**config.mk**
```make
export PLATFORM = sky130hd
export DESIGN_NAME = rtcf_regs
export DESIGN_NICKNAME = d
export VERILOG_FILES = /design/src/rtl/rtcf_pkg.sv /design/src/rtl/rtcf_regs.sv /design/src/rtl/rtcf_alarm_match.sv
export VERILOG_INCLUDE_DIRS = /design/src /design/src/rtl
export SDC_FILE = /design/constraint.sdc
export NUM_CORES = 1
export LEC_CHECK = 0
export BUFFER_PORTS_ARGS = -buffer_cell sky130_fd_sc_hd__buf_2
export CAP_MARGIN = 40
export CELL_PAD_IN_SITES_DETAIL_PLACEMENT = 0
export CELL_PAD_IN_SITES_GLOBAL_PLACEMENT = 1
export CORE_ASPECT_RATIO = 0.8
export CORE_UTILIZATION = 41
export CTS_BUF_LIST = sky130_fd_sc_hd__clkbuf_8 sky130_fd_sc_hd__clkbuf_16
export DETAILED_ROUTE_END_ITERATION = 12
export PLACE_DENSITY = 0.68
export SLEW_MARGIN = 10
export SYNTH_ARGS = -nofsm -noshare
export SYNTH_HDL_FRONTEND = slang
export SYNTH_SLANG_ARGS = --single-unit
export TNS_END_PERCENT = 10
```
**constraint.sdc**
```tcl
create_clock -name i_clk -period 12.22 [get_ports i_clk]
set_input_delay 0.611 -clock i_clk [delete_from_list [all_inputs] [get_ports i_clk]]
set_output_delay 0.611 -clock i_clk [all_outputs]
set_load 0.02 [all_outputs]
```
**src/rtl/rtcf_defs.svh**
```systemverilog
// Offsets, field positions, reset values and timing of the RTC register file
// What this block does
// - Flags byte holds watchdog, alarm, power-fail flags
// - Events set their flags in hardware
// - Reading the flags byte clears watchdog, alarm and power-fail flags
// - Flags byte resets to zero, oscillator flag included
// - Upper data byte is reserved when sixteen wide
// - Control bytes binary, time and alarm BCD
// - Control bytes take their shipped defaults
// - Alarm bytes carry match bit seven
// - Interrupt byte holds enables, polarity, pulse select
// - Alarm field compares only when match bit zero
// - Interrupt needs a set flag and enable
// - Write lock protects the watchdog timeout value
`ifndef RTCF_DEFS_SVH
`define RTCF_DEFS_SVH

// ----------------------------------------------------------------------
// Register offsets
// ----------------------------------------------------------------------
`define RTCF_OFF_FLAGS  17'h1fff0
`define RTCF_OFF_CENT   17'h1fff1
`define RTCF_OFF_ASEC   17'h1fff2
`define RTCF_OFF_AMIN   17'h1fff3
`define RTCF_OFF_AHOUR  17'h1fff4
`define RTCF_OFF_ADATE  17'h1fff5
`define RTCF_OFF_IRQ    17'h1fff6
`define RTCF_OFF_WD     17'h1fff7
`define RTCF_OFF_TRIM   17'h1fff8
`define RTCF_OFF_SEC    17'h1fff9
`define RTCF_OFF_MIN    17'h1fffa
`define RTCF_OFF_HOUR   17'h1fffb
`define RTCF_OFF_WEEK   17'h1fffc
`define RTCF_OFF_DATE   17'h1fffd
`define RTCF_OFF_MON    17'h1fffe
`define RTCF_OFF_YEAR   17'h1ffff

// ----------------------------------------------------------------------
// Field positions
// ----------------------------------------------------------------------
`define RTCF_F_WDF      7
`define RTCF_F_AF       6
`define RTCF_F_PF       5
`define RTCF_F_OSCILLATOR_STOPPED_FLAG     4
`define RTCF_F_CAL      2
`define RTCF_F_W        1
`define RTCF_F_R        0
`define RTCF_F_HL       3
`define RTCF_F_PL       2
`define RTCF_F_WDS      7
`define RTCF_F_WDW      6
`define RTCF_F_MATCH    7
`define RTCF_MASK_IRQ   8'hec
`define RTCF_MASK_TRIM  8'hbf

// ----------------------------------------------------------------------
// Reset values
// ----------------------------------------------------------------------
`define RTCF_RST_FLAGS  8'h00
`define RTCF_RST_CENT   8'h00
`define RTCF_RST_ALARM  8'h80
`define RTCF_RST_IRQ    8'h08
`define RTCF_RST_WD     8'h00
`define RTCF_RST_TRIM   8'h00
`define RTCF_RST_SEC    8'h00
`define RTCF_RST_MIN    8'h00
`define RTCF_RST_HOUR   8'h00
`define RTCF_RST_WEEK   8'h01
`define RTCF_RST_DATE   8'h01
`define RTCF_RST_MON    8'h01
`define RTCF_RST_YEAR   8'h00

// ----------------------------------------------------------------------
// Timing
// ----------------------------------------------------------------------
`define RTCF_PULSE_MS   200
`define RTCF_CLK_KHZ    100000

`endif

```
**src/rtl/rtcf_pkg.sv**
```systemverilog
// Types shared by the RTC register file modules
package rtcf_pkg;

  // Width of the interrupt pulse counter
  localparam int RTCF_PCNT_W = 25;

  // Memory port access state
  typedef enum logic [1:0] {
    RTCF_BUS_IDLE  = 2'b00,
    RTCF_BUS_READ  = 2'b01,
    RTCF_BUS_WRITE = 2'b10
  } rtcf_bus_t;

  // Whole state of the register file
  typedef struct packed {
    rtcf_bus_t              bus;
    logic [3:0]             idx;
    logic [7:0]             wdat;
    logic [15:0][7:0]       regs;
    logic [3:0][7:0]        alarm_act;
    logic [5:0]             wd_cnt;
    logic                   match;
    logic                   pf;
    logic                   act;
    logic [RTCF_PCNT_W-1:0] pcnt;
    logic [7:0]             dq;
    logic                   dq_oe;
    logic                   int_o;
    logic                   int_oe;
  } rtcf_state_t;

endpackage

```
**src/rtl/rtcf_regs.sv**
```systemverilog
// RTC register file: flags, alarm, watchdog and interrupt pin
`timescale 1ns/10ps
`include "rtcf_defs.svh"

module rtcf_regs #(
  parameter int ADDR_W    = 17,
  parameter int DQ_W      = 8,
  parameter int PULSE_CYC = `RTCF_PULSE_MS * `RTCF_CLK_KHZ
) (
  // Clock, reset and enable
  input  wire logic              i_clk,
  input  wire logic              i_rst,
  input  wire logic              i_clk_en,
  // Parallel memory port
  input  wire logic [ADDR_W-1:0] i_addr,
  input  wire logic              i_ce_n,
  input  wire logic              i_oe_n,
  input  wire logic              i_we_n,
  input  wire logic [DQ_W-1:0]   i_dq,
  output logic      [DQ_W-1:0]   o_dq,
  output logic                   o_dq_oe,
  // Event sources
  input  wire logic              i_tick_32hz,
  input  wire logic              i_power_fail,
  input  wire logic              i_osc_stopped,
  // Interrupt pin
  output logic                   o_int,
  output logic                   o_int_oe
);

  // ----------------------------------------------------------------------
  // Indexes and reset image
  // ----------------------------------------------------------------------
  // Low nibble of each offset is the register index
  localparam logic [3:0] IDX_FLAGS = 4'(`RTCF_OFF_FLAGS);
  localparam logic [3:0] IDX_CENT  = 4'(`RTCF_OFF_CENT);
  localparam logic [3:0] IDX_ASEC  = 4'(`RTCF_OFF_ASEC);
  localparam logic [3:0] IDX_AMIN  = 4'(`RTCF_OFF_AMIN);
  localparam logic [3:0] IDX_AHOUR = 4'(`RTCF_OFF_AHOUR);
  localparam logic [3:0] IDX_ADATE = 4'(`RTCF_OFF_ADATE);
  localparam logic [3:0] IDX_IRQ   = 4'(`RTCF_OFF_IRQ);
  localparam logic [3:0] IDX_WD    = 4'(`RTCF_OFF_WD);
  localparam logic [3:0] IDX_TRIM  = 4'(`RTCF_OFF_TRIM);
  localparam logic [3:0] IDX_SEC   = 4'(`RTCF_OFF_SEC);
  localparam logic [3:0] IDX_MIN   = 4'(`RTCF_OFF_MIN);
  localparam logic [3:0] IDX_HOUR  = 4'(`RTCF_OFF_HOUR);
  localparam logic [3:0] IDX_WEEK  = 4'(`RTCF_OFF_WEEK);
  localparam logic [3:0] IDX_DATE  = 4'(`RTCF_OFF_DATE);
  localparam logic [3:0] IDX_MON   = 4'(`RTCF_OFF_MON);
  localparam logic [3:0] IDX_YEAR  = 4'(`RTCF_OFF_YEAR);
  localparam int         PW        = rtcf_pkg::RTCF_PCNT_W;
  localparam logic [PW-1:0] PULSE_LD = PW'(PULSE_CYC);

  // Index 15 first, flags last
  localparam logic [15:0][7:0] RST_REGS = {
    `RTCF_RST_YEAR, `RTCF_RST_MON, `RTCF_RST_DATE, `RTCF_RST_WEEK,
    `RTCF_RST_HOUR, `RTCF_RST_MIN, `RTCF_RST_SEC, `RTCF_RST_TRIM,
    `RTCF_RST_WD, `RTCF_RST_IRQ, `RTCF_RST_ALARM, `RTCF_RST_ALARM,
    `RTCF_RST_ALARM, `RTCF_RST_ALARM, `RTCF_RST_CENT, `RTCF_RST_FLAGS};

  localparam rtcf_pkg::rtcf_state_t RST_STATE = '{
    bus:       rtcf_pkg::RTCF_BUS_IDLE,
    idx:       4'h0,
    wdat:      8'h00,
    regs:      RST_REGS,
    alarm_act: {4{`RTCF_RST_ALARM}},
    wd_cnt:    6'h00,
    match:     1'b0,
    pf:        1'b0,
    act:       1'b0,
    pcnt:      '0,
    dq:        8'h00,
    dq_oe:     1'b0,
    int_o:     1'b0,
    int_oe:    1'b0};

  // ----------------------------------------------------------------------
  // Functions
  // ----------------------------------------------------------------------
  // BCD digit pair inside a range; BCD order matches binary order
  function automatic logic bcd_in(input logic [7:0] v, input logic [7:0] lo,
                                  input logic [7:0] hi);
    return (v[3:0] <= 4'h9) && (v >= lo) && (v <= hi);
  endfunction

  // Value acceptable for a BCD register; control bytes always pass
  function automatic logic wr_ok(input logic [3:0] i, input logic [7:0] v);
    logic [7:0] a;
    a = {1'b0, v[6:0]};
    case (i)
      IDX_CENT, IDX_YEAR: wr_ok = bcd_in(v, 8'h00, 8'h99);
      IDX_SEC, IDX_MIN:   wr_ok = bcd_in(v, 8'h00, 8'h59);
      IDX_HOUR:           wr_ok = bcd_in(v, 8'h00, 8'h23);
      IDX_WEEK:           wr_ok = bcd_in(v, 8'h01, 8'h07);
      IDX_DATE:           wr_ok = bcd_in(v, 8'h01, 8'h31);
      IDX_MON:            wr_ok = bcd_in(v, 8'h01, 8'h12);
      IDX_ASEC, IDX_AMIN: wr_ok = bcd_in(a, 8'h00, 8'h59);
      IDX_AHOUR:          wr_ok = bcd_in(a, 8'h00, 8'h23);
      IDX_ADATE:          wr_ok = bcd_in(a, 8'h01, 8'h31);
      default:            wr_ok = 1'b1;
    endcase
  endfunction

  // ----------------------------------------------------------------------
  // State and helpers
  // ----------------------------------------------------------------------
  rtcf_pkg::rtcf_state_t q;
  rtcf_pkg::rtcf_state_t d;
  logic                  hit;
  logic                  rd_flags;
  logic                  commit;
  logic                  wd_exp;
  logic                  al_set;
  logic                  pf_set;
  logic                  on;
  logic [5:0]            wd_val;
  logic                  match_w;

  // Alarm compare against the live time bytes
  rtcf_alarm_match u_match (
    .i_alarm (q.alarm_act),
    .i_time  ({q.regs[IDX_DATE], q.regs[IDX_HOUR], q.regs[IDX_MIN],
               q.regs[IDX_SEC]}),
    .o_match (match_w)
  );

  // ----------------------------------------------------------------------
  // Next-state logic
  // ----------------------------------------------------------------------
  always_comb begin
    d        = q;
    hit      = !i_ce_n && (&i_addr[ADDR_W-1:4]);
    rd_flags = 1'b0;
    commit   = 1'b0;
    wd_exp   = 1'b0;
    on       = 1'b0;
    wd_val   = q.regs[IDX_WD][5:0];

    // Watchdog down counter; a zero timeout disables it
    if (wd_val == 6'h00) begin
      d.wd_cnt = 6'h00;
    end else if (q.wd_cnt == 6'h00) begin
      d.wd_cnt = wd_val;
    end else if (i_tick_32hz) begin
      d.wd_cnt = q.wd_cnt - 6'h01;
      wd_exp   = (q.wd_cnt == 6'h01);
    end

    // Edges of alarm match and power monitor
    d.match = match_w;
    al_set  = match_w && !q.match;
    d.pf    = i_power_fail;
    pf_set  = i_power_fail && !q.pf;

    // Memory port; the write lands when the strobe ends
    unique case (q.bus)
      rtcf_pkg::RTCF_BUS_IDLE: begin
        if (hit && !i_we_n) begin
          d.bus  = rtcf_pkg::RTCF_BUS_WRITE;
          d.idx  = i_addr[3:0];
          d.wdat = i_dq[7:0];
        end else if (hit && !i_oe_n) begin
          d.bus    = rtcf_pkg::RTCF_BUS_READ;
          d.dq     = q.regs[i_addr[3:0]];
          d.dq_oe  = 1'b1;
          rd_flags = (i_addr[3:0] == IDX_FLAGS);
        end
      end
      rtcf_pkg::RTCF_BUS_READ: begin
        if (!(hit && !i_oe_n && i_we_n)) begin
          d.bus   = rtcf_pkg::RTCF_BUS_IDLE;
          d.dq_oe = 1'b0;
        end
      end
      rtcf_pkg::RTCF_BUS_WRITE: begin
        if (hit && !i_we_n) begin
          d.idx  = i_addr[3:0];
          d.wdat = i_dq[7:0];
        end else begin
          d.bus  = rtcf_pkg::RTCF_BUS_IDLE;
          commit = 1'b1;
        end
      end
      default: begin
        d.bus   = rtcf_pkg::RTCF_BUS_IDLE;
        d.dq_oe = 1'b0;
      end
    endcase

    // Register write; reserved bits are forced to zero
    if (commit) begin
      case (q.idx)
        IDX_FLAGS: begin
          d.regs[IDX_FLAGS][`RTCF_F_OSCILLATOR_STOPPED_FLAG] = q.regs[IDX_FLAGS][`RTCF_F_OSCILLATOR_STOPPED_FLAG]
                                            & q.wdat[`RTCF_F_OSCILLATOR_STOPPED_FLAG];
          d.regs[IDX_FLAGS][`RTCF_F_CAL] = q.wdat[`RTCF_F_CAL];
          d.regs[IDX_FLAGS][`RTCF_F_W]   = q.wdat[`RTCF_F_W];
          d.regs[IDX_FLAGS][`RTCF_F_R]   = q.wdat[`RTCF_F_R];
          // New alarm values take effect as the write bit drops
          if (q.regs[IDX_FLAGS][`RTCF_F_W] && !q.wdat[`RTCF_F_W]) begin
            d.alarm_act = q.regs[IDX_ADATE:IDX_ASEC];
          end
        end
        IDX_ASEC, IDX_AMIN, IDX_AHOUR, IDX_ADATE: begin
          if (q.regs[IDX_FLAGS][`RTCF_F_W] && wr_ok(q.idx, q.wdat)) begin
            d.regs[q.idx] = q.wdat;
          end
        end
        IDX_IRQ: begin
          d.regs[IDX_IRQ] = q.wdat & `RTCF_MASK_IRQ;
        end
        IDX_WD: begin
          d.regs[IDX_WD][`RTCF_F_WDW] = q.wdat[`RTCF_F_WDW];
          if (!q.wdat[`RTCF_F_WDW]) begin
            d.regs[IDX_WD][5:0] = q.wdat[5:0];
          end
          // Strobe reloads the count and never reads back as one
          if (q.wdat[`RTCF_F_WDS]) begin
            d.wd_cnt = d.regs[IDX_WD][5:0];
          end
        end
        IDX_TRIM: begin
          d.regs[IDX_TRIM] = q.wdat & `RTCF_MASK_TRIM;
        end
        default: begin
          if (wr_ok(q.idx, q.wdat)) begin
            d.regs[q.idx] = q.wdat;
          end
        end
      endcase
    end

    // Event flags: a set in the clearing cycle wins
    d.regs[IDX_FLAGS][`RTCF_F_WDF] = (q.regs[IDX_FLAGS][`RTCF_F_WDF] & !rd_flags)
                                     | wd_exp;
    d.regs[IDX_FLAGS][`RTCF_F_AF]  = (q.regs[IDX_FLAGS][`RTCF_F_AF] & !rd_flags)
                                     | al_set;
    d.regs[IDX_FLAGS][`RTCF_F_PF]  = (q.regs[IDX_FLAGS][`RTCF_F_PF] & !rd_flags)
                                     | pf_set;
    d.regs[IDX_FLAGS][`RTCF_F_OSCILLATOR_STOPPED_FLAG] = d.regs[IDX_FLAGS][`RTCF_F_OSCILLATOR_STOPPED_FLAG]
                                      | i_osc_stopped;
    d.regs[IDX_FLAGS][3] = 1'b0;

    // Interrupt source: a flag with its enable
    d.act = |(d.regs[IDX_FLAGS][7:5] & q.regs[IDX_IRQ][7:5]);

    // Pulse mode starts on a new source and ends early on a flags read
    if (q.regs[IDX_IRQ][`RTCF_F_PL]) begin
      if (d.act && !q.act) begin
        d.pcnt = PULSE_LD;
      end else if (q.pcnt != '0) begin
        d.pcnt = q.pcnt - PW'(1);
      end
      if (rd_flags) begin
        d.pcnt = '0;
      end
      on = (d.pcnt != '0);
    end else begin
      d.pcnt = '0;
      on     = d.act;
    end

    // High polarity is push-pull, low polarity is open drain
    if (d.regs[IDX_IRQ][`RTCF_F_HL]) begin
      d.int_o  = on;
      d.int_oe = 1'b1;
    end else begin
      d.int_o  = 1'b0;
      d.int_oe = on;
    end
  end

  // ----------------------------------------------------------------------
  // State register; enable low freezes everything
  // ----------------------------------------------------------------------
  always_ff @(posedge i_clk or posedge i_rst) begin
    if (i_rst) begin
      q <= RST_STATE;
    end else if (i_clk_en) begin
      q <= d;
    end
  end

  // Upper byte of a wide port always reads zero
  assign o_dq     = DQ_W'(q.dq);
  assign o_dq_oe  = q.dq_oe;
  assign o_int    = q.int_o;
  assign o_int_oe = q.int_oe;
endmodule // rtcf_regs

```
**src/rtl/rtcf_alarm_match.sv**
```systemverilog
// Alarm comparator: masked compare of alarm fields against the time
`timescale 1ns/10ps
`include "rtcf_defs.svh"

module rtcf_alarm_match (
  // Alarm and time bytes: 0 seconds, 1 minutes, 2 hours, 3 date
  input  wire logic [3:0][7:0] i_alarm,
  input  wire logic [3:0][7:0] i_time,
  // Compare result
  output logic                 o_match
);

  logic [3:0] ok;
  logic [3:0] masked;

  // Field joins the compare only with its match bit low
  always_comb begin
    for (int i = 0; i < 4; i++) begin
      masked[i] = i_alarm[i][`RTCF_F_MATCH];
      ok[i]     = masked[i] || (i_alarm[i][6:0] == i_time[i][6:0]);
    end
    o_match = (&ok) && !(&masked);
  end

endmodule // rtcf_alarm_match

```
Word-level counts from Yosys, hierarchy flattened

Index checks and enable logic that the tools add are counted.

Logic and storage cells: 224
Input bits: 34
Bits in registers: 218

Add/sub/neg operators: 2
Order comparisons: 16
Bitwise logic cells: 16
Reduce and logical (&&, ||, !) cells: 73
Multiplexer cells: 54
Eq/ne operators: 28

Operator list:

| operator              | number |
|---|---|
| $mux 128              | 2 |
| $bwmux 128            | 1 |
| $mux 25               | 5 |
| $pmux 56 s2           | 1 |
| $mux 90               | 1 |
| $pmux 43 s2           | 1 |
| $mux 32               | 2 |
| $reduce_bool 25->1    | 2 |
| $pmux 8 s3            | 2 |
| $mux 6                | 6 |
| $bmux 8 s4            | 1 |
| $demux 8 s4           | 1 |
| $eq 4x4->1 const B    | 8 |
| $reduce_and 5->1      | 6 |
| $eq 7x7->1            | 4 |
| $sub 25x1->25 const B | 1 |
| $logic_and 1x1->1     | 23 |
| $pmux 7 s3            | 1 |
| $reduce_and 4->1      | 5 |
| $eq 4x3->1 const B    | 4 |
| $ge 8x1->1 const B    | 2 |
| $le 8x6->1 const B    | 2 |
| $mux 1                | 16 |
| $mux 8                | 2 |
| 41 further kinds      | 90 |

Logic depth before layout (Yosys ltp)

Gate-level depths: netlist of the first run.

Depth in word-level cells: 18
Gate-level depth with buffers: 11
Depth with buffers taken out: 10

Cells and area by module

Synthesis of the first run repeated with hierarchy kept, for this count alone.

Cell total of the unflattened synthesis: 956
Area total of the unflattened synthesis: 11442.2 um^2

By module, submodules not included:

| module           | sequential area each (um^2) | area an instance (um^2) | cells each | times used |
|---|---|---|---|---|
| rtcf_regs        | 5470.2                      | 11120.7                 | 917        | 1 |
| rtcf_alarm_match | 0.0                         | 321.6                   | 39         | 1 |

Least setup slack after synthesis of the first run

OpenSTA, ideal clock, no wires.

Path kind: input port to flip-flop
Start point: input i_addr[0]
End point: register q, in the netlist o_int_oe
Path slack: 9220 ps
Required time: 12101 ps
Cell stages on the path: 9
Arrival: 2881 ps
Cell sequence: buf_4 or4_1 nor2_2 nand3_1 a222oi_1 o22ai_2 a21oi_1 a31oi_1 a21bo_2

Word-level cells in the longest chain between the ends: 16
Elaborated cells on any way between the ends: 20
Those cells by class: mux: 8; bitwise: 7; reduce/logical: 5

Ends and longest elaborated chain:

| element                        | line                                                 | RTL |
|---|---|---|
| from (decl)                    | rtcf_regs.sv:15                                      | `input wire logic [ADDR_W-1:0] i_addr,` |
| $logic_not 4->1 (*)            | rtcf_regs.sv:166                                     | `rd_flags = (i_addr[3:0] == IDX_FLAGS);` |
| $mux 1 (*)                     | rtcf_regs.sv:162                                     | `end else if (hit && !i_oe_n) begin` |
| $mux 1 (*)                     | rtcf_regs.sv:158                                     | `if (hit && !i_we_n) begin` |
| $mux 1 (*)                     | rtcf_regs.sv:156                                     | `unique case (q.bus)` |
| $logic_not 1->1                | rtcf_regs.sv:234, rtcf_regs.sv:236, rtcf_regs.sv:238 |  |
| $and 1x1->1 (on tied branches) | rtcf_regs.sv:238, rtcf_regs.sv:234, rtcf_regs.sv:236 |  |
| $or 1x1->1 (on tied branches)  | rtcf_regs.sv:238, rtcf_regs.sv:234, rtcf_regs.sv:236 |  |
| $and 3x3->3                    | rtcf_regs.sv:245                                     | `d.act = \|(d.regs[IDX_FLAGS][7:5] & q.regs[IDX_IRQ][7:5]);` |
| $reduce_or 3->1                | rtcf_regs.sv:245                                     |  |
| $logic_and 1x1->1              | rtcf_regs.sv:249                                     | `if (d.act && !q.act) begin` |
| $mux 25                        | rtcf_regs.sv:249                                     |  |
| $mux 25                        | rtcf_regs.sv:254                                     | `if (rd_flags) begin` |
| $mux 25                        | rtcf_regs.sv:248                                     | `` if (q.regs[IDX_IRQ][`RTCF_F_PL]) begin `` |
| $reduce_bool 25->1             | rtcf_regs.sv:257                                     | `on = (d.pcnt != '0);` |
| $mux 1 (*)                     | rtcf_regs.sv:248                                     |  |
| $mux 2 (*)                     | rtcf_regs.sv:264                                     | `` if (d.regs[IDX_IRQ][`RTCF_F_HL]) begin `` |
| to (signal assigned)           | rtcf_regs.sv:278                                     | `q <= RST_STATE;` |
| to (signal assigned)           | rtcf_regs.sv:280                                     | `q <= d;` |
| to (decl)                      | rtcf_regs.sv:107                                     | `rtcf_pkg::rtcf_state_t q;` |

Mark *: on every way between the ends. The rest lies on a longest branch, timed or not. The select of a mux whose other input is x is not followed.
A chain may end at the register's enable or synchronous reset.

Final worst setup path of the first run

Start point: register q[206] (netlist bit)
End point: register q[174] (netlist bit)

Word-level cells in the longest chain between the ends: 9
Elaborated cells on any way between the ends: 38
Those cells by class: order compare: 13; eq/ne: 1; mux: 9; reduce/logical: 15

Ends and longest elaborated chain:

| element                                  | line             | RTL |
|---|---|---|
| $ge 8x1->1, or another cell as far along | rtcf_regs.sv:83  | `return (v[3:0] <= 4'h9) && (v >= lo) && (v <= hi);` |
| $logic_and 1x1->1 (2 in series)          | rtcf_regs.sv:83  |  |
| $pmux 1 s9                               | rtcf_regs.sv:90  | `case (i)` |
| $mux 1                                   | rtcf_regs.sv:192 | `case (q.idx)` |
| $mux 1                                   | rtcf_regs.sv:191 | `if (commit) begin` |
| $logic_and 1x1->1                        | rtcf_regs.sv:205 | `` if (q.regs[IDX_FLAGS][`RTCF_F_W] && wr_ok(q.idx, q.wdat)) begin `` |
| $ne 2x2->1 (no line)                     | -                |  |
| $reduce_and 5->1 (no line)               | -                |  |

Several ways; a longest one is shown, not always the timed one. The select of a mux whose other input is x is not followed.

==> flow_results.org, run 1 <==
** Clock network
- Number of instances resized during post-cts repair :: 0
- After clock tree synthesis, the clock-pin slew on the worst setup and hold paths is 70 ps.
- After clock tree synthesis, the flow added hold-fix buffers numbering 0.
- In this run the clock root is driven by a sky130_fd_sc_hd__clkbuf_16.
- CTS tree :: built
- Maximum clock insertion buffer count :: 3
- Once the clock tree was built, the setup fixing pass inserted 0 buffers.
- Clock tree synthesis inserted a total of 25 buffers.
- Number of levels in the clock H-tree :: 1
- Clock tree sinks :: 218
- Clock latency on the worst-skew pair, taken at its later pin, is 540 ps.

** Synth
- Combinational family with the most area after synthesis :: multiplexers
- Synthesis produced a netlist whose cell count is 936.
- Sequential fraction of the synthesis area :: 48.1%
- The synthesized netlist devotes 9.12% of its cell area to compound gates.
- Post-synthesis net count :: 975
- Synthesis inferred 218 register bits.
- Distinct cell type count of the synthesized netlist :: 82
- Summing the areas of all fa, ha and maj instances in the mapped netlist gives 0.550% of the synthesized area.
- Of the total synthesized cell area, the portion taken by XOR and XNOR cells is 2.62%.
- Main synth FF type :: sky130_fd_sc_hd__dfrtp_1
- After synthesis, the mean cell area works out to 12.1 µm².
- Counting flops with a built-in enable in the synthesized netlist gives 0.
- YS warnings :: 0
- Post-synthesis instance area :: 11400 µm²
- The synthesized netlist devotes 12.4% of its cell area to simple gates.
- Share of synthesized registers carrying an async set or reset :: 100%
- Measured against the total synthesized area, the mux share comes to 24.0%.

** Job
- The tool flagged a number of max-cap violations equal to 0.

** Routing
- First-pass DRT Iterations :: 9
- Summing over every cut layer, the via total after detailed routing is 7782.
- The routed design has 30200 µm of wire.
- In the routed design, unresolved DRC markers number 2.
- Routed len/inst :: 22.5 µm
- DRC violation total after the first TritonRoute iteration :: 594
- Dividing the detail-routed via count by the number of cells gives 5.79.
- Post-route antenna net violation count :: 0

** STA
- The total count of max-transition violations in the final report was 0.
- The worst path needs 3580 ps of the cycle, external delays included.
- The number of endpoints with negative hold slack in the final report came to 0.
- In the post-route analysis, the smallest setup slack over all paths is 8640 ps.
- Measured against its own limit, the worst slew margin works out to 40.7%.
- Achievable Freq :: 279 MHz
- Worst clock skew :: 23.5 ps
- Setup violations remaining at the end of the flow were counted as 0.
- At the pin with the least slew margin, the transition time is 890 ps.
- Setup repair after global routing left no endpoint under its margin.
- Adding up every negative setup slack in the final design gives 0 ps.
- Dividing the final minimum period by the clock period gives 29.3%.

** Power and ir drop
- The worst-case IR drop observed on VDD is 0.000108 V.
- For this design the static power due to leakage is 6.14 nW.
- Overall power :: 1.69 mW
- PD cells :: 132 nW/µm²

** Critical path
- Required arrival time at the worst endpoint :: 12620 ps
- The worst register-to-register path ends at q[174]$_DFFE_PP0P_.
- Crit. End Element :: flop
- The worst setup path is launched from a flop.
- The number of cells on the worst reg-to-reg path is 9.
- Start-to-end type of the worst setup path :: reg -> reg
- Following the worst setup path forward leads to its endpoint at q[174]$_DFFE_PP0P_.
- Worst reg-to-reg setup slack :: 8640 ps
- Worst setup path start :: q[206]$_DFFE_PP0P_
- In this run the worst path has a maximum fanout of 13.
- Arr. time, crit path :: 3980 ps
- Beginning of the worst register-to-register path :: q[206]$_DFFE_PP0P_

** Place
- In this run, placement finished with an instance count of 1296.
- Half-perimeter wire length after placement :: 20900 µm
- Number of port buffers :: 44
- Dpl ws :: 8280 ps
- Routability-driven placement finished with a final weighted congestion of 0.870.

** Status
- The final reports fail on design-rule violations.
- Run status :: finished with violations

** Die
- The floorplan step set the die height to 151 µm.
- For this configuration, the core starts out at a cell density of 41.8%.
- 45 I/O pins were placed.
- Total core area :: 27200 µm²
- In this run the horizontal extent of the chip is 188 µm.
- DIE AREA :: 28400 µm²
- Num rows :: 54

** Cells and area
- Layout area overhead :: 12.6%
- The count of cells in the finished layout, fillers not included, comes to 1343.
- Proportion of layout cells with a drive suffix above 1 :: 34.7%
- In the final design database the tool counted 998 nets.
- Final Util :: 47.0%

** Global routing
- For this run, the total global-route usage over all layers was measured as 21.7%.
- The first global-routing pass estimated 47100 µm of wire.
- The via count of the first global-routing pass is 7534.
- Entering global routing, the biggest net connects 91 pins.
- Overflow left after global routing :: 0
- Number of antenna violations at the first check in global routing :: 0

** Hold path
- The tightest min-delay check is of the in -> async type.
## metrics by stage
step           instance area [µm²]  hold slack [ps]
4_1_cts                      12800              211
2_1_floorplan                11400              424
3_5_place_dp                 11900              364
5_1_grt                      12800              252
6_report                     12800              188
3_3_place_gp                 11800              362
## sequential cells by signal, indices dropped and copies added, names as in the netlist
name and count:
q 207, o_dq 8, o_dq_oe 1, o_int_oe 1, o_int 1
## cells by family (layout without fill, tap and decap cells)
logic type	count (synthesis)	in the layout
AOI/OAI and AO/OA	147	147
DFF	218	218
other	0	1
and+or+nand+nor	248	248
adders and majority gates	5	5
muxes	201	201
xor gates and xnor gates	34	34
buffers and inverters	83	125
## synth_stat cells, types with 5 or more instances
master	instances	area share, %
sky130_fd_sc_hd__o31ai_1	5	0.33
sky130_fd_sc_hd__xnor2_1	11	0.85
sky130_fd_sc_hd__and2_1	8	0.44
sky130_fd_sc_hd__nand2b_1	5	0.28
sky130_fd_sc_hd__mux4_2	30	5.9
sky130_fd_sc_hd__o21a_1	5	0.33
sky130_fd_sc_hd__xor2_1	23	1.8
sky130_fd_sc_hd__nor2b_1	22	1.2
sky130_fd_sc_hd__buf_4	9	0.59
sky130_fd_sc_hd__ha_1	5	0.55
sky130_fd_sc_hd__o211ai_1	7	0.46
sky130_fd_sc_hd__nand2_1	60	2.0
sky130_fd_sc_hd__a21o_1	6	0.40
sky130_fd_sc_hd__buf_2	6	0.26
sky130_fd_sc_hd__a31oi_1	6	0.33
sky130_fd_sc_hd__nand4_1	11	0.61
sky130_fd_sc_hd__mux4_1	9	2.1
sky130_fd_sc_hd__nor3_1	19	0.84
sky130_fd_sc_hd__a22o_1	5	0.39
sky130_fd_sc_hd__nor2_1	41	1.4
sky130_fd_sc_hd__a21oi_1	28	1.2
sky130_fd_sc_hd__nor3_4	7	1.0
sky130_fd_sc_hd__nor4_1	15	0.83
sky130_fd_sc_hd__dfstp_2	12	2.8
sky130_fd_sc_hd__or2_2	6	0.33
sky130_fd_sc_hd__dfrtp_1	206	45
sky130_fd_sc_hd__mux2_2	155	15
sky130_fd_sc_hd__o21ai_0	35	1.5
sky130_fd_sc_hd__or4_1	5	0.33
sky130_fd_sc_hd__nand3_1	11	0.48
sky130_fd_sc_hd__mux2i_1	7	0.62
sky130_fd_sc_hd__clkbuf_1	41	1.4
sky130_fd_sc_hd__or3_1	10	0.55
sky130_fd_sc_hd__inv_1	21	0.69
## report_power, final
group | switching (mW) | leakage, nW | internal, mW
Sequential | 0.00757 | 2.96 | 0.727
Clock | 0.316 | 0.447 | 0.493
Combinational | 0.0939 | 2.74 | 0.0501
Total | 0.418 | 6.14 | 1.27
## worst max-delay path: stages, from the launching register on
cell,delay (ps)
sky130_fd_sc_hd__dfrtp_1,570
sky130_fd_sc_hd__buf_8,250
sky130_fd_sc_hd__or3_1,360
sky130_fd_sc_hd__a31oi_1,220
sky130_fd_sc_hd__nand2_1,80
sky130_fd_sc_hd__a211oi_1,280
sky130_fd_sc_hd__o211ai_2,210
sky130_fd_sc_hd__or2_1,390
sky130_fd_sc_hd__nor3_2,670
sky130_fd_sc_hd__mux2_2,410
## layer usage
layer / share of wire (%) / vias to the layer above / GRT usage, %
li1: - / 3524 / -
met1: 51 / 4034 / 34.6
met2: 42 / 193 / 31.1
met3: 5.1 / 31 / 3.13
met4: 1.5 / 0 / 4.11
met5: 0 / - / 0
## layout by cell type (no fill, tap or decap), types with 6 or more instances in the layout
cell type / n
sky130_fd_sc_hd__inv_1: 21
sky130_fd_sc_hd__or2_2: 6
sky130_fd_sc_hd__nor2b_1: 22
sky130_fd_sc_hd__xor2_1: 23
sky130_fd_sc_hd__nand3_1: 11
sky130_fd_sc_hd__buf_4: 11
sky130_fd_sc_hd__clkbuf_16: 25
sky130_fd_sc_hd__nor4_1: 15
sky130_fd_sc_hd__nor2_1: 41
sky130_fd_sc_hd__a31oi_1: 6
sky130_fd_sc_hd__o211ai_1: 7
sky130_fd_sc_hd__dfrtp_1: 206
sky130_fd_sc_hd__or3_1: 10
sky130_fd_sc_hd__mux2_2: 155
sky130_fd_sc_hd__buf_2: 44
sky130_fd_sc_hd__xnor2_1: 11
sky130_fd_sc_hd__mux4_2: 30
sky130_fd_sc_hd__nand4_1: 11
sky130_fd_sc_hd__nand2_1: 60
sky130_fd_sc_hd__nor3_1: 18
sky130_fd_sc_hd__a21oi_1: 28
sky130_fd_sc_hd__nor3_4: 7
sky130_fd_sc_hd__mux4_1: 9
sky130_fd_sc_hd__clkinv_2: 9
sky130_fd_sc_hd__o21ai_0: 35
sky130_fd_sc_hd__and2_1: 8
sky130_fd_sc_hd__dfstp_2: 12
sky130_fd_sc_hd__a21o_1: 6
sky130_fd_sc_hd__mux2i_1: 7
## worst min path at each step
stage          slack, ps  depth (start not counted)                  to
2_1_floorplan        420                          1  q[140]$_DFFE_PP0P_
4_1_cts              210                          2  q[134]$_DFFE_PP0P_
6_report             190                          2  q[134]$_DFFE_PP0P_
5_1_grt              250                          2  q[134]$_DFFE_PP0P_
3_3_place_gp         360                          0  q[140]$_DFFE_PP0P_
3_5_place_dp         360                          0  q[140]$_DFFE_PP0P_
## final cells by class
class,count,area (µm²)
clock buffer,27,653
fill,2478,14400
inverter,21,86.3
sequential,218,5470
tap,364,455
clock inverter,19,233
multi-input combinational,635,5540
antenna,1,2.50
timing repair buffer,58,360
Power figures use the tool's default switching activity.
==> run 2: changes to the inputs <==
ABC_AREA = 1   (was unset)
PLACE_DENSITY = 0.74   (was 0.68)
clock period = 3.45 ns   (was 12.22 ns; I/O delays follow)
==> run 2 against run 1 <==
  * The run now ends clean
  * Utilization up 0.27 points
  * Sequential share of layout area down 6.2 points
  * Sequential cell count unchanged
  * Worst hold slack worse by 160 ps
  * Synthesized area up 17%
  * Clock power rose to 3.3 times the previous value
  * Global-route usage up 5.8 points
  * Combinational power rose to 9.1 times the previous value
  * Largest power group is now registers
==> flow_results.org, run 2 <==
** Synth
- The total nets after synthesis was 1885 (+93%).
- The summed instance area of the synthesized netlist is 13300 µm² (+17%).
- Most instantiated library cell after synthesis :: sky130_fd_sc_hd__nand2_1
- The number of enable-type register cells in the synthesized netlist is 0 (unchanged).
- The mean cell area of the mapped netlist came to 7.18 µm² (-41%).
- After synthesis, the most frequently instantiated cells are sky130_fd_sc_hd__nand2_1 (460), sky130_fd_sc_hd__inv_1 (236), sky130_fd_sc_hd__dfrtp_1 (206).
- Share of synthesized registers carrying an async set or reset :: 100% (unchanged)
- The synthesis warning total is 0 (unchanged).
- Ranked by total cell area, the synthesized netlist is headed by sky130_fd_sc_hd__dfrtp_1 (39%), sky130_fd_sc_hd__nand2_1 (13%), sky130_fd_sc_hd__o21ai_0 (7.0%).
- Distinct cell type count of the synthesized netlist :: 44 (-46%)
- The sequential area share after synthesis came to 41.3% (-6.8 points).
- The gate count of the mapped netlist was 1846 (+97%).
- Fraction of post-synthesis cell area in the top cell type by area :: 38.9% (-6.4 points)
- The register bit total from synthesis is 218 (unchanged).
- For this run, the leading register cell type out of synthesis is sky130_fd_sc_hd__dfrtp_1.
- Biggest area consumer among synthesized cells :: sky130_fd_sc_hd__dfrtp_1

** Place
- Placer Congestion :: 0.935 (+7.5%)
- The number of placed instances, taps included is 2259 (+74%).
- Half-perimeter wire length after placement :: 31700 µm (+51%)
- Number of port buffers :: 44 (unchanged)
- Post-place instance area :: 14000 µm² (+18%)

** Routing
- Wire length on met3 :: 3570 µm (+130%)
- Remaining DRCs :: 0 (-2)
- Sum of met2 wire segment lengths after detailed routing :: 17700 µm (+40%)
- Routed WL :: 44500 µm (+48%)
- Met1 Wirelength :: 22200 µm (+43%)
- The number of DRC markers in iteration 0 came to 1183 (+99%).
- First-pass DRT Iterations :: 6 (-3)
- Vias per cell :: 5.49 (-5.3%)
- Vias :: 12709 (+63%)
- The number of nets with antenna violations after detailed routing was 0 (unchanged).
- The highest metal layer carrying signal wires in the routed design is met4.
- The routed length per instance came to 19.2 µm (-14%).

** Global routing
- The pin count of the biggest net entering global routing was 99 (+8.8%).
- Number of antenna violations at the first check in global routing :: 1 (+1)
- Overflow left after global routing :: 0 (unchanged)
- Total routing usage reported by global routing :: 27.5% (+5.8 points)
- The via count of the first global-routing pass is 11814 (+57%).
- The global-route wire length before repair is 69800 µm (+48%).

** Cells and area
- Leaving out fill and tap cells, the most frequent cells in the layout are sky130_fd_sc_hd__nand2_1 (458), sky130_fd_sc_hd__inv_1 (237), sky130_fd_sc_hd__dfrtp_1 (206), sky130_fd_sc_hd__o21ai_0 (186), sky130_fd_sc_hd__nor2_1 (160).
- Relative to the synthesized area, the layout overhead comes to 12.9%.
- Max FFs per register :: 207 (unchanged)
- Total non-filler cell area in the finished layout :: 15000 µm² (+17%)
- Largest reg by FF count :: q
- The final-stage net count is 1916 (+92%).
- Proportion of layout cells with a drive suffix above 1 :: 9.61% (-25 points)
- Number of standard cells in the final layout excluding fillers :: 2315 (+72%)
- Most common cell after layout, fill and taps aside :: sky130_fd_sc_hd__nand2_1

** Critical path
- Arr. time, crit path :: 3490 ps (-490 ps)
- Start-to-end type of the worst setup path :: reg -> reg
- Required arrival time at the worst endpoint :: 3860 ps (-8760 ps)
- Maximum net fanout on the critical path :: 39 (+26)
- Worst setup path start :: q[210]$_DFFE_PP0P_
- The worst setup path is captured at a flop.
- Startpoint class of the critical path :: flop
- In this run the critical register-to-register path is launched from q[210]$_DFFE_PP0P_.

** Power and ir drop
- Largest vdd supply drop :: 0.000276 V (+160%)
- The total leakage power came to 7.39 nW (+20%).
- PD cells :: 457 nW/µm² (+250%)

** Clock network
- The number of buffers between clock root and the deepest sink was 3 (unchanged).
- The number of H-tree levels is 1 (unchanged).
- The clock sink total was 218 (unchanged).
- # Post-CTS Setup Buffers :: 0 (unchanged)
- The insertion delay of the later-clocked pin in the worst-skew pair was 550 ps (about the same).
- The clock slew at the register clock pins of the worst setup and hold paths came to 70 ps (about the same).
- TritonCTS buffer count :: 25 (unchanged)
- TritonCTS built the clock tree.
- Clock tree root driver cell :: sky130_fd_sc_hd__clkbuf_16

** Die
- Num rows :: 58 (+7.4%)
- The die outline area was 33000 µm² (+16%).
- Initial core utilization :: 41.9% (+0.13 points)
- Ports :: 45 (unchanged)
- The core outline area was 31600 µm² (+16%).
- Y dimension of the die :: 163 µm (+7.9%)
- The die boundary width came to 203 µm (+7.9%).

** Hold path
- HP Class :: in -> reg
- In this run the most critical hold path is launched from i_clk_en.

** STA
- Post-route clock period utilization :: 89.2% (+60 points)
- RSZ-0062 raised after global routing :: false
- Achievable Freq :: 325 MHz (+16%)
- Final hold violations :: 0 (unchanged)
- The final-layout setup total negative slack was 0 ps (unchanged).
- The transition time of the tightest slew-check pin came to 808 ps (-81.6 ps).
- The total setup violations reported at the end of the flow came to 0 (unchanged).
- The worst setup skew after layout is 19.7 ps (-3.83 ps).
- Worst relative slew slack :: 45.5% (+4.9 points)
- The worst hold slack across all endpoints came to 24.7 ps (-163 ps).
- Minimum period implied by the final worst setup slack :: 3080 ps (-504 ps)
- Number of pins exceeding their max-slew limit in the final report :: 0 (unchanged)

** Status
- The run finished with clean final reports.

** Job
- Max capacitance violation total :: 0 (unchanged)
==> run 2: per-stage QoR <==
stage,power (mW),setup slack [ps],utilization (%)
after detailed placement,4.17,356,44.4
after floorplan,3.78,447,-
after global placement,4.16,433,44.3
final,6.84,372,47.3
after global routing,7.19,120,47.3
after CTS,6.87,307,47.3
==> run 2: per-layer routing <==
metal	global-route usage, %	vias to the layer above
met5	0	-
met4	6.46	0
met3	6.16	64
met2	38.4	446
met1	42.2	6018
li1	-	6181
==> run 2: final timing paths <==
check | end | slack (ps) | depth (start not counted)
max in group asynchronous | q[139]$_DFFE_PP0P_ | 2540 | 4
worst max-delay path | q[187]$_DFFE_PP0P_ | 370 | 14
worst min-delay path | q[82]$_DFFE_PP0P_ | 20 | 3
min in group asynchronous | q[161]$_DFFE_PP0P_ | 310 | 4
worst max register to register | q[187]$_DFFE_PP0P_ | 370 | 14
worst min register to register | q[140]$_DFFE_PP0P_ | 390 | 0
==> run 2: area by class of cell <==
type	instances	area, µm²
fillers	3269	16700
multi-input cells	1273	6360
flip-flops and latches	218	5470
inverters	247	935
repair buffers	112	853
clock buffers	33	736
well taps	420	526
clock inverters	11	77.6
diodes	1	2.50
==> run 2: where the power goes <==
part	switching, mW	total (mW)	internal [mW]
Clock	1.12	2.68	1.56
Combinational	0.886	1.31	0.424
Sequential	0.134	2.84	2.71
Total	2.14	6.84	4.69
==> run 2: cells by family (layout without fill, tap and decap cells) <==
family | after synthesis | after routing | synth area share [%]
fa+ha+maj | 5 | 5 | 0.472
compound gates | 445 | 445 | 20.0
xor+xnor | 29 | 29 | 1.92
other cells | 0 | 1 | 0
simple gates | 772 | 772 | 23.9
buf+inv | 355 | 403 | 10.8
mux | 22 | 22 | 1.74
flops | 218 | 218 | 41.3
==> run 2: timing repair <==
item / in CTS / in global routing
hold buffers: 11 / 0
resized for setup: 0 / 2
setup endpoints to repair: 0 / 1
hold endpoints to repair: 217 / 0
==> run 2: worst max-delay path: stages (launching register included) <==
cell and delay [ps]:
sky130_fd_sc_hd__dfrtp_1 550, sky130_fd_sc_hd__nor2_1 350, sky130_fd_sc_hd__nand4_1 180, sky130_fd_sc_hd__nand3_1 120, sky130_fd_sc_hd__o2111a_1 180, sky130_fd_sc_hd__nand2_1 70, sky130_fd_sc_hd__o21ai_2 80, sky130_fd_sc_hd__nand2_4 130
sky130_fd_sc_hd__nor2_2 150, sky130_fd_sc_hd__clkinv_2 170, sky130_fd_sc_hd__nand2_2 410, sky130_fd_sc_hd__buf_12 290, sky130_fd_sc_hd__nor2_1 90, sky130_fd_sc_hd__nand2_1 80, sky130_fd_sc_hd__o21ai_0 70
==> run 3: changes to the inputs <==
CORE_MARGIN = 2   (was unset)
PLACE_DENSITY = 0.76   (was 0.74)
clock period = 2.76 ns   (was 3.45 ns; I/O delays follow)
==> run 3 against run 2 <==
  * Wire length rose by 5.2%
  * Highest routed layer unchanged
  * Sequential cell count stayed put
  * Largest cell class unchanged
  * Clock power up 22%
  * Combinational power is 46% higher
  * Total power rose by 28%
  * Design area is 7.8% higher
  * First-iteration DRC count increased by 4.2%
  * Clock skew is 5.5 ps higher
  * Non-clock buffer count grew 89
  * Utilization up 3.7 points
  * Global-route usage hardly changed
==> flow_results.org, run 3 (same netlist as run 2, synthesis figures left out) <==
** Power and ir drop
- The total leakage power is 7.93 nW (+7.4%).
- Overall power :: 8.75 mW (+28%)
- Largest vdd supply drop :: 0.000406 V (+47%)
- The areal power density over the cells is 542 nW/µm² (+19%).

** Clock network
- The insertion delay of the later-clocked pin in the worst-skew pair was 560 ps (about the same).
- The number of H-tree levels is 1 (unchanged).
- The clock sink total is 218 (unchanged).
- The number of buffers between clock root and the deepest sink is 3 (unchanged).
- Clock tree root driver cell :: sky130_fd_sc_hd__clkbuf_16
- CTS tree :: built
- The clock slew at the register clock pins of the worst setup and hold paths is 60 ps (about the same).
- TritonCTS buffer count :: 25 (unchanged)

** Die
- DIE AREA :: 33800 µm² (+2.2%)
- The die outline height came to 165 µm (+1.2%).
- Total core area :: 31600 µm² (unchanged)
- Ports :: 45 (unchanged)
- Num rows :: 58 (unchanged)
- Overall die width :: 205 µm (+0.99%)
- Initial core utilization :: 41.9% (unchanged)

** Critical path
- The worst setup path is of the reg -> reg kind.
- Startpoint class of the critical path :: flop
- Arr. time, crit path :: 3070 ps (-420 ps)
- The required time of the critical path is 3190 ps (-670 ps).
- The maximum net fanout on the critical path was 9 (-77%).
- The worst setup path is captured at a flop.

** STA
- Worst clock skew :: 25.2 ps (+5.52 ps)
- Slew at the pin closest to its max-slew limit :: 814 ps (+5.75 ps)
- The ratio of final minimum period to clock period is 95.7% (+6.5 points).
- Worst relative slew slack :: 45.1% (-0.39 points)
- Minimum period implied by the final worst setup slack :: 2640 ps (-436 ps)
- The number of endpoints with negative hold slack in the final report was 0 (unchanged).
- Achievable Freq :: 378 MHz (+16%)
- The total setup violations reported at the end of the flow is 0 (unchanged).
- The total count of max-transition violations in the final report came to 0 (unchanged).

** Job
- Max capacitance violation total :: 0 (unchanged)

** Hold path
- HP Class :: in -> reg

** Routing
- Vias per cell :: 5.51 (+0.28%)
- The overall routed net length was 46900 µm (+5.2%).
- Vias :: 13229 (+4.1%)
- The routed length per instance was 19.5 µm (+1.3%).
- The number of search-and-repair iterations in the first detailed-routing pass came to 5 (-1).
- The number of DRC markers in iteration 0 came to 1233 (+4.2%).
- The number of nets with antenna violations after detailed routing is 0 (unchanged).
- The post-detailed-route DRC marker count is 0 (unchanged).

** Status
- Run status :: finished clean

** Place
- The detailed placer's ending HPWL came to 32500 µm (+2.6%).
- The instance area at placement came to 14700 µm² (+4.7%).
- Placer Congestion :: 0.977 (+4.5%)
- The quantity of I/O buffers inserted on ports is 44 (unchanged).

** Global routing
- Number of antenna violations at the first check in global routing :: 1 (unchanged)
- The global-route total usage across every layer was 27.4% (about the same).
- The pin count of the biggest net entering global routing is 116 (+17%).
- The via count of the first global-routing pass is 11929 (+0.97%).
- The remaining global-route overflow was 0 (unchanged).
- The global-route wire length before repair is 70600 µm (+1.2%).

** Cells and area
- Commonest cells after routing, fill and taps aside :: sky130_fd_sc_hd__nand2_1 (437), sky130_fd_sc_hd__inv_1 (234), sky130_fd_sc_hd__dfrtp_1 (201), sky130_fd_sc_hd__o21ai_0 (185), sky130_fd_sc_hd__nor2_1 (139)
- Max FFs per register :: 207 (unchanged)
- Largest reg by FF count :: q
- The post-route cell area came to 16100 µm² (+7.8%).
- Ant. Diodes :: 0 (-1)
- Proportion of layout cells with a drive suffix above 1 :: 16.5% (+6.9 points)
- The final-stage net count is 2005 (+4.6%).
- Relative to the synthesized area, the layout overhead comes to 21.7%.
- The library cell used most frequently in the layout, excluding fill and tap cells, is sky130_fd_sc_hd__nand2_1.
-- run 3: cell count changes in the layout (fill, tap and decap cells not counted), moves of 5 or more --
cell                        change
sky130_fd_sc_hd__buf_4         +68
sky130_fd_sc_hd__nand2_4        +8
sky130_fd_sc_hd__nand2_1       -21
sky130_fd_sc_hd__dfrtp_1        -5
sky130_fd_sc_hd__clkbuf_16      +6
sky130_fd_sc_hd__nor2_2        +11
sky130_fd_sc_hd__dfrtp_2        +5
sky130_fd_sc_hd__buf_12        +12
sky130_fd_sc_hd__nor2_1        -21
sky130_fd_sc_hd__nor2_4        +10
sky130_fd_sc_hd__nand2_2       +13
-- run 3: area by class of cell --
class / count / area [µm²]
flip-flops and latches: 218 / 5480
well taps: 420 / 526
multi-input cells: 1273 / 6600
repair buffers: 201 / 1790
inverters: 247 / 945
clock buffers: 29 / 681
clock inverters: 15 / 104
fillers: 3120 / 15500
-- run 3: worst max-delay path, stage by stage, from the launching register on --
cell and delay [ps]:
sky130_fd_sc_hd__dfrtp_2 440, sky130_fd_sc_hd__inv_4 60, sky130_fd_sc_hd__nor2_4 160, sky130_fd_sc_hd__inv_4 70, sky130_fd_sc_hd__nor2_4 120, sky130_fd_sc_hd__nand2_2 70, sky130_fd_sc_hd__nand3_2 100, sky130_fd_sc_hd__nand2_1 50
sky130_fd_sc_hd__o2111a_1 140, sky130_fd_sc_hd__nand2_1 80, sky130_fd_sc_hd__o21ai_2 70, sky130_fd_sc_hd__nand2_4 100, sky130_fd_sc_hd__nand2_4 70, sky130_fd_sc_hd__nand2_4 70, sky130_fd_sc_hd__nand2_4 70, sky130_fd_sc_hd__nor3_4 220
sky130_fd_sc_hd__buf_12 150, sky130_fd_sc_hd__buf_12 130, sky130_fd_sc_hd__inv_8 50, sky130_fd_sc_hd__clkbuf_16 170, sky130_fd_sc_hd__nand2_1 60, sky130_fd_sc_hd__nand2_1 50
-- run 3: timing repair --
action | CTS | global route
gates resized for setup | 2 | 96
hold buffers | 12 | 0
hold endpoints to repair | 218 | 0
setup endpoints to repair | 2 | 98
setup buffers | 1 | 10
pin swaps | 1 | 20
gates cloned | 0 | 6
-- run 3: power breakdown --
group / internal [mW] / leakage, nW / switching [mW]
clock network: 1.85 / 0.410 / 1.44
logic: 0.692 / 5.04 / 1.22
registers: 3.38 / 2.48 / 0.169
total: 5.92 / 7.93 / 2.82
-- run 3: metal layers --
metal | global-route usage [%] | vias to the layer above | wire length (µm)
li1 | - | 6359 | -
met1 | 42.9 | 6277 | 22600
met2 | 38.1 | 524 | 18800
met3 | 6.02 | 69 | 4470
met4 | 5.89 | 0 | 1020
met5 | 0 | - | 0
-- run 3: worst paths after layout --
kind                                     from            endpoint  slack, ps  depth (start not counted)
setup / recovery           q[216]$_DFFE_PP0P_   q[99]$_DFFE_PP0P_        120                         21
hold / removal                       i_clk_en   q[29]$_DFFE_PP0P_         30                          4
setup reg to reg           q[216]$_DFFE_PP0P_   q[99]$_DFFE_PP0P_        120                         21
hold reg to reg            q[140]$_DFFE_PP0P_  q[140]$_DFFE_PP0P_        390                          0
max in group asynchronous               i_rst  q[213]$_DFFE_PP0P_       1740                          4
min in group asynchronous               i_rst  q[164]$_DFFE_PP0P_        320                          4
-- run 3: metrics by stage --
| step | hold WS (ps) | utilization [%] | TNS [ps] | worst slack (ps) | std cells |
|---|---|---|---|---|---|
| finish | 27.6 | 51.0 | 0 | 118 | 2403 |
| global route | 54.5 | 51.0 | -175 | -36.4 | 2403 |
| CTS | 13.1 | 49.3 | 0 | 27.1 | 2388 |
| detailed placement | 369 | 46.4 | -105 | -60.8 | 2331 |
| global placement | 362 | 46.4 | 0 | 0.961 | 2330 |
| floorplan | 259 | - | -42910 | -208 | 1846 |
